`src/design/adc_cfg_pkg.sv`:
```
package adc_cfg_pkg;
  localparam int ADDR_W = 4;
  localparam int DATA_W = 8;
  localparam int COEF_W = 24;

  localparam logic [ADDR_W-1:0] OFF_BURNOUT = 4'h0;
  localparam logic [ADDR_W-1:0] OFF_BIAS = 4'h1;
  localparam logic [ADDR_W-1:0] OFF_MUX = 4'h2;
  localparam logic [ADDR_W-1:0] OFF_GAIN_RATE = 4'h3;
  localparam logic [ADDR_W-1:0] OFF_OFC_LOW = 4'h4;
  localparam logic [ADDR_W-1:0] OFF_OFC_MID = 4'h5;
  localparam logic [ADDR_W-1:0] OFF_OFC_HIGH = 4'h6;
  localparam logic [ADDR_W-1:0] OFF_FSC_LOW = 4'h7;
  localparam logic [ADDR_W-1:0] OFF_FSC_MID = 4'h8;
  localparam logic [ADDR_W-1:0] OFF_FSC_HIGH = 4'h9;
  localparam logic [ADDR_W-1:0] OFF_REV_MODE = 4'ha;

  // fixed low pattern of the burnout register
  localparam logic [5:0] BURNOUT_FIXED = 6'h01;
  localparam int BURNOUT_POS = 6;
  localparam int GAIN_POS = 4;
  localparam int OSC_POS = 7;
  localparam int REV_POS = 4;
  localparam int MODE_POS = 3;

  localparam logic [1:0] BURNOUT_OFF = 2'h0;
  localparam logic [1:0] BURNOUT_0U5 = 2'h1;
  localparam logic [1:0] BURNOUT_2U = 2'h2;
  localparam logic [1:0] BURNOUT_10U = 2'h3;

  typedef enum logic [2:0] {
    MON_NORMAL = 3'b000,
    MON_OFFSET = 3'b001,
    MON_REFERENCE = 3'b010,
    MON_TEMP = 3'b011
  } monitor_t;

  localparam logic [2:0] GAIN_ONE = 3'h0;
  localparam logic [3:0] RATE_MAX = 4'h9;

  typedef enum logic [1:0] {
    RDY_IDLE = 2'b00,
    RDY_LOW = 2'b01,
    RDY_PULSE = 2'b10
  } ready_t;

  typedef struct packed {
    logic [1:0] burnout;
    logic [1:0] bias;
    logic [2:0] monitor;
    logic [2:0] gain;
    logic [3:0] rate;
    logic [COEF_W-1:0] ofc;
    logic [COEF_W-1:0] fsc;
    logic mode;
    ready_t rdy;
    logic [DATA_W-1:0] rdata;
  } state_t;

  typedef struct packed {
    logic wr;
    logic rd;
    logic [ADDR_W-1:0] addr;
    logic [DATA_W-1:0] wdata;
  } reg_req_t;

  typedef struct packed {
    logic [1:0] burnout_current_select;
    logic [1:0] bias_applied;
    logic [2:0] system_monitor_select;
    logic [2:0] effective_gain;
    logic [3:0] output_rate_select;
    logic [COEF_W-1:0] offset_coefficient;
    logic [COEF_W-1:0] fullscale_coefficient;
  } analog_ctrl_t;
endpackage

```
`src/design/adc_config_register_bank.sv`:
```
`timescale 1ns/100ps
`default_nettype none
// Overview of operation
// - burnout field sets off, 0.5, 2, 10 uA
// - each bias bit biases its own input
// - oscillator flag bit 7 is read-only status
// - monitor selection overrides input bias enables
// - monitor code routes normal, short, reference, diode
// - reference and diode monitors force gain one
// - gain code selects gain two to code
// - rate codes 1001 and above mean 2000 sps
// - offset coefficient across 04h-06h, resets zero
// - fullscale coefficient 07h-09h, trimmed reset value
// - gain change reloads trimmed fullscale coefficient
// - revision code bits 7:4 read-only
// - mode bit merges ready onto data pin
// - combined pin falls on ready, high after readout
module adc_config_register_bank
  import adc_cfg_pkg::*;
#(
  // trimmed fullscale values per gain code; arbitrary defaults
  parameter logic [8*COEF_W-1:0] FSC_TRIM = {8{24'h400000}},
  // revision code value is arbitrary
  parameter logic [3:0] REVISION = 4'h5
) (
  input wire logic core_clk_i,
  input wire logic sys_rst_i,
  input wire logic reg_wr_i,
  input wire logic reg_rd_i,
  input wire logic [ADDR_W-1:0] reg_addr_i,
  input wire logic [DATA_W-1:0] reg_wdata_i,
  output logic [DATA_W-1:0] reg_rdata_o,
  input wire logic ext_osc_i,
  input wire logic conv_done_i,
  input wire logic shift_active_i,
  input wire logic shift_bit_i,
  input wire logic readout_done_i,
  input wire logic chip_select_n_i,
  output analog_ctrl_t analog_ctrl_o,
  output logic data_out_ready_pin_o,
  output logic data_out_ready_pin_oe_n_o,
  output logic conversion_ready_pin_n_o
);

  function automatic logic [COEF_W-1:0] trim_for(input logic [2:0] g);
    trim_for = FSC_TRIM[g*COEF_W +: COEF_W];
  endfunction

  localparam state_t ST_RST = '{
    burnout: BURNOUT_OFF,
    bias: 2'h0,
    monitor: MON_NORMAL,
    gain: GAIN_ONE,
    rate: 4'h0,
    ofc: 24'h000000,
    fsc: FSC_TRIM[COEF_W-1:0],
    mode: 1'b0,
    rdy: RDY_IDLE,
    rdata: 8'h00
  };

  reg_req_t req;
  state_t st_q;
  state_t st_d;
  logic ready_level;
  logic mon_override;

  assign req = '{wr: reg_wr_i, rd: reg_rd_i, addr: reg_addr_i,
                 wdata: reg_wdata_i};

  always_comb begin
    st_d = st_q;
    if (req.wr) begin
      // reserved bits are not stored; they read as their fixed pattern
      case (req.addr)
        OFF_BURNOUT: st_d.burnout = req.wdata[BURNOUT_POS +: 2];
        OFF_BIAS: st_d.bias = req.wdata[1:0];
        OFF_MUX: st_d.monitor = req.wdata[2:0];
        OFF_GAIN_RATE: begin
          st_d.gain = req.wdata[GAIN_POS +: 3];
          st_d.rate = req.wdata[3:0];
          if (req.wdata[GAIN_POS +: 3] != st_q.gain) begin
            st_d.fsc = trim_for(req.wdata[GAIN_POS +: 3]);
          end
        end
        OFF_OFC_LOW: st_d.ofc[7:0] = req.wdata;
        OFF_OFC_MID: st_d.ofc[15:8] = req.wdata;
        OFF_OFC_HIGH: st_d.ofc[23:16] = req.wdata;
        OFF_FSC_LOW: st_d.fsc[7:0] = req.wdata;
        OFF_FSC_MID: st_d.fsc[15:8] = req.wdata;
        OFF_FSC_HIGH: st_d.fsc[23:16] = req.wdata;
        OFF_REV_MODE: st_d.mode = req.wdata[MODE_POS];
        default: ;
      endcase
    end
    if (req.rd) begin
      case (req.addr)
        OFF_BURNOUT: st_d.rdata = {st_q.burnout, BURNOUT_FIXED};
        OFF_BIAS: st_d.rdata = {6'h00, st_q.bias};
        OFF_MUX: st_d.rdata = {ext_osc_i, 4'h0, st_q.monitor};
        OFF_GAIN_RATE: st_d.rdata = {1'b0, st_q.gain, st_q.rate};
        OFF_OFC_LOW: st_d.rdata = st_q.ofc[7:0];
        OFF_OFC_MID: st_d.rdata = st_q.ofc[15:8];
        OFF_OFC_HIGH: st_d.rdata = st_q.ofc[23:16];
        OFF_FSC_LOW: st_d.rdata = st_q.fsc[7:0];
        OFF_FSC_MID: st_d.rdata = st_q.fsc[15:8];
        OFF_FSC_HIGH: st_d.rdata = st_q.fsc[23:16];
        OFF_REV_MODE: st_d.rdata = {REVISION, st_q.mode, 3'h0};
        default: st_d.rdata = 8'h00;
      endcase
    end
    // ready indication; a new result beats a finishing readout
    case (st_q.rdy)
      RDY_IDLE: begin
        if (conv_done_i) begin
          st_d.rdy = RDY_LOW;
        end
      end
      RDY_LOW: begin
        if (conv_done_i) begin
          st_d.rdy = RDY_PULSE;
        end else if (readout_done_i) begin
          st_d.rdy = RDY_IDLE;
        end
      end
      RDY_PULSE: st_d.rdy = RDY_LOW;
      default: st_d.rdy = RDY_IDLE;
    endcase
  end

  always_ff @(posedge core_clk_i or posedge sys_rst_i) begin
    if (sys_rst_i) begin
      st_q <= ST_RST;
    end else begin
      st_q <= st_d;
    end
  end

  assign ready_level = (st_q.rdy != RDY_LOW);
  assign mon_override = (st_q.monitor != MON_NORMAL);
  assign reg_rdata_o = st_q.rdata;
  assign conversion_ready_pin_n_o = ready_level;

  always_comb begin
    analog_ctrl_o.burnout_current_select = st_q.burnout;
    // monitor wins so a bias never disturbs a calibration reading
    analog_ctrl_o.bias_applied = mon_override ? 2'h0 : st_q.bias;
    analog_ctrl_o.system_monitor_select = st_q.monitor;
    analog_ctrl_o.effective_gain = st_q.gain;
    if (st_q.monitor == MON_REFERENCE || st_q.monitor == MON_TEMP) begin
      analog_ctrl_o.effective_gain = GAIN_ONE;
    end
    analog_ctrl_o.output_rate_select = (st_q.rate > RATE_MAX) ?
                                       RATE_MAX : st_q.rate;
    analog_ctrl_o.offset_coefficient = st_q.ofc;
    analog_ctrl_o.fullscale_coefficient = st_q.fsc;
  end

  // pin floats while deselected; shifted data always has priority
  assign data_out_ready_pin_oe_n_o = chip_select_n_i;
  assign data_out_ready_pin_o = (st_q.mode && !shift_active_i) ?
                                ready_level : shift_bit_i;
endmodule
`default_nettype wire

```
`config.mk`:
```
export PLATFORM = sky130hd
export DESIGN_NAME = adc_config_register_bank
export DESIGN_NICKNAME = d
export VERILOG_FILES = /design/src/design/adc_cfg_pkg.sv /design/src/design/adc_config_register_bank.sv
export SDC_FILE = /design/constraint.sdc
export NUM_CORES = 1
export LEC_CHECK = 0
export BUFFER_PORTS_ARGS = -buffer_cell sky130_fd_sc_hd__buf_2
export CORE_MARGIN = 1.5
export CORE_UTILIZATION = 45
export DETAILED_ROUTE_END_ITERATION = 16
export GPL_ROUTABILITY_DRIVEN = 0
export GPL_TIMING_DRIVEN = 0
export HOLD_SLACK_MARGIN = 0.06
export PLACE_DENSITY = 0.78
export SLEW_MARGIN = 40
export SYNTH_ARGS = -nofsm -noshare
export SYNTH_HDL_FRONTEND = slang
export SYNTH_SLANG_ARGS = --single-unit
```
`constraint.sdc`:
```
create_clock -name core_clk_i -period 1.9 [get_ports core_clk_i]
set_clock_uncertainty 0.1 [all_clocks]
set_input_delay 0.095 -clock core_clk_i [delete_from_list [all_inputs] [get_ports core_clk_i]]
set_output_delay 0.095 -clock core_clk_i [all_outputs]
set_load 0.01 [all_outputs]
```
==> impl_results.md <==
* Outcome: completed
* Max-Cap Viols at 0
* Slew HR at 0.578
* Post-Syn Area per Cell at 10.9 um2
* CP max FO at 8
* YS warnings at 0
* CTS tree: built
* Synth top cells by count: 72 x dfrtp_1, 63 x buf_4, 47 x mux2_2, 30 x nand2_1
* Netlist cell types at 53
* Synth top area cells: dfrtp_1 43%, mux2_2 13%, buf_4 11%
* Min-delay src: reg_wdata_i[5]
* Final Hold Fails at 0
* Largest family of logic cells by synthesized area: multiplexers
* Root buf cell: clkbuf_8
* Vias/cell at 5.44
* Antenna violations before repair at 0
* Final period util at 0.957
* I/O Pins at 95
* Crit-path slowest cell: dlygate4sd3_1
* Layout cells sized above 1 at 0.477
* Fillcell total at 761
* Worst reg2reg path endpoint: analog_ctrl_o[22]
* GRT overflow at 0
* Final Routed Wirelength at 10800 um
* Yosys top cell by area: dfrtp_1
* Initial DRC count at 336
* Post-DP HPWL at 7780 um
* Post-synthesis mux area share at 0.181
* First-pass GRT wire length at 17400 um
* Pre-Repair DR Iteration Count at 5
* Worst slack at placement at -0.0739 ns
* Overall power at 4.76 mW
* Die Span Y at 99.1 um
* Final min period at 1.82 ns
* Diodes inserted at 0
* Max IR drop VDD at 496 uV
* Final net count at 516
* Starting Density at 0.470
* Setup CP Type: input pin to flop
* Routed length on met2 at 5260 um
* Slew Limit Fails at 0
* RSZ-0062 raised after global routing: false
* Post-Synth Simple-Gate Area at 0.114
* Routed wire per std cell at 17.8 um
* Top-area cell type share of the netlist area at 0.434
* Post-synth EDFFs at 0
* Post-route ant nets at 0
* H-Tree Depth at 3
* Hold path depth at 3
* Post-synth ARST share at 1.00
* Synth Flop Type: dfrtp_1
* Vias in the first global route at 3207
* Adder-Cell Fraction of Synth Area at 0
* Startpoint of the worst register-to-register path: st_q[63]
* Worst hold endpoint: analog_ctrl_o[5]
* Max Root-Sink Buffers at 2
* Core Area at 8850 um2
* Largest stage delay, worst path at 0.54 ns
* Uppermost layer routed: met4
* Area Growth Syn to Fin at 22.9%
* Mapped Cells at 382
* Pleak at 2.52 nW
* Drc violations at 0
* Synth Area in Compound Gates at 0.109
* Site Rows at 34
* Met3 wire len at 848 um
* Final worst slack at 0.0808 ns
* Num Clock Sinks at 73
* Via count at 3302
* Yosys reg bits at 73
* Reg2reg setup slack at 0.20 ns
* Pin count of the biggest net entering global routing at 27
* CP required at 2.09 ns
* WHS at 0.0764 ns
* HP Class: input pin to flop
* DRT met1 WL at 4520 um
* Critical path endpoint category: flop
* Overall routing resource usage at 0.233
* Fmax at 550 MHz
* R2R depth at 5
* Crit-path cells: dlygate4sd3_1, clkbuf_1, xnor2_1, nand3_1, a32oi_4, buf_12, mux2_4
* Count leader, synth: dfrtp_1
* Insertion delay of the later-clocked pin in the worst-skew pair at 0.36 ns
* Register area share after synthesis at 0.440
* Area occupied by multi-input gates at 1700 um2
* Pwr dens at 932 nW/um2
* Setup violators final at 0
* XOR/XNOR share of the synthesized area at 0.00632
* Port Buffers at 84
* Die footprint at 9820 um2
* Width of the die at 99.1 um
* TritonCTS buffer count at 9
* Mapped Area at 4160 um2
* Reg area at 1830 um2
* Clock transition at path regs at 0.08 ns
* Worst setup SP type: input pin
* Syn Nets at 404
* Crit path DAT at 2.01 ns
* Slew @ Worst Pin at 0.633 ns
==> worst max path at each step <==
stage	startpoint	endpoint	slack [ns]	cells past startpoint
after detailed placement	reg_addr_i[2]	analog_ctrl_o[42]	-0.07	5
after CTS	reg_wr_i	analog_ctrl_o[22]	0.02	7
final	reg_wdata_i[4]	analog_ctrl_o[22]	0.08	7
after global placement	reg_addr_i[2]	reg_rdata_o[1]	-0.06	6
after floorplan	st_q[63]	analog_ctrl_o[22]	0.31	4
after global routing	reg_wdata_i[4]	analog_ctrl_o[22]	0.02	7
==> registers in the layout, indices dropped and copies added (netlist names) <==
register       count
analog_ctrl_o     53
st_q              12
reg_rdata_o        8
==> cell type report <==
class | instances | share of cell area
buffer | 84 | 0.112
inverter | 14 | 0.0110
clock inverter | 5 | 0.00637
sequential | 73 | 0.358
timing repair buffer | 101 | 0.125
multi-input combinational | 211 | 0.334
tap | 108 | 0.0265
clock buffer | 11 | 0.0277
==> where the power goes <==
group / total [mW] / switching (mW) / internal [mW]
clock: 1.10 / 0.592 / 0.505
sequential: 2.13 / 0.274 / 1.85
combinational: 1.54 / 0.657 / 0.882
==> cells in the final DEF, fill, tap and decap left out, types with 5 or more instances in the layout <==
master / Yosys / layout
a21oi_1: 5 / 5
a22o_1: 10 / 10
and2_1: 6 / 6
buf_2: 9 / 93
buf_4: 63 / 63
clkbuf_1: 9 / 9
clkbuf_8: 0 / 10
dfrtp_1: 72 / 72
dlygate4sd3_1: 0 / 13
inv_1: 14 / 13
mux2_2: 47 / 47
mux2i_1: 14 / 14
nand2_1: 30 / 30
nand2b_1: 6 / 6
nor2_1: 7 / 7
nor2b_1: 10 / 10
o21ai_0: 13 / 13
==> metal layers <==
layer | up-vias | track usage
met5 | - | 0
met1 | 1619 | 0.311
met2 | 159 | 0.364
met4 | 0 | 0.0813
li1 | 1505 | -
met3 | 19 | 0.0675
==> through the flow <==
step	instances	TNS [ns]	util	area [um2]
finish	607	0	0.577	5110
CTS	606	0	0.575	5090
global placement	574	-0.327	0.533	4710
global route	607	0	0.577	5110
floorplan	382	0	-	4160
detailed placement	577	-0.726	0.540	4780
==> logic make-up (layout without fill, tap and decap cells) <==
logic type | count (synthesis) | count (layout)
and+or+nand+nor | 85 | 85
DFF | 73 | 73
muxes | 65 | 65
AOI/OAI and AO/OA | 58 | 58
buffers and inverters | 98 | 215
xor gates and xnor gates | 3 | 3
==> critical path: cells and delay by family <==
family	cells	cell delay (ns)
AOI/OAI and AO/OA	1	0.26
and+or+nand+nor	1	0.19
muxes	1	0.30
xor gates and xnor gates	1	0.19
buffers and inverters	3	0.98
==> timing repair <==
item | 4_1_cts | 5_1_grt
endpoints found under the setup margin | 0 | 12
hold endpoints to repair | 104 | 0
hold buffers | 13 | 0
resized for setup | 0 | 2
setup buffers | 0 | 1
Note: power is estimated with default switching activity, not from simulation.
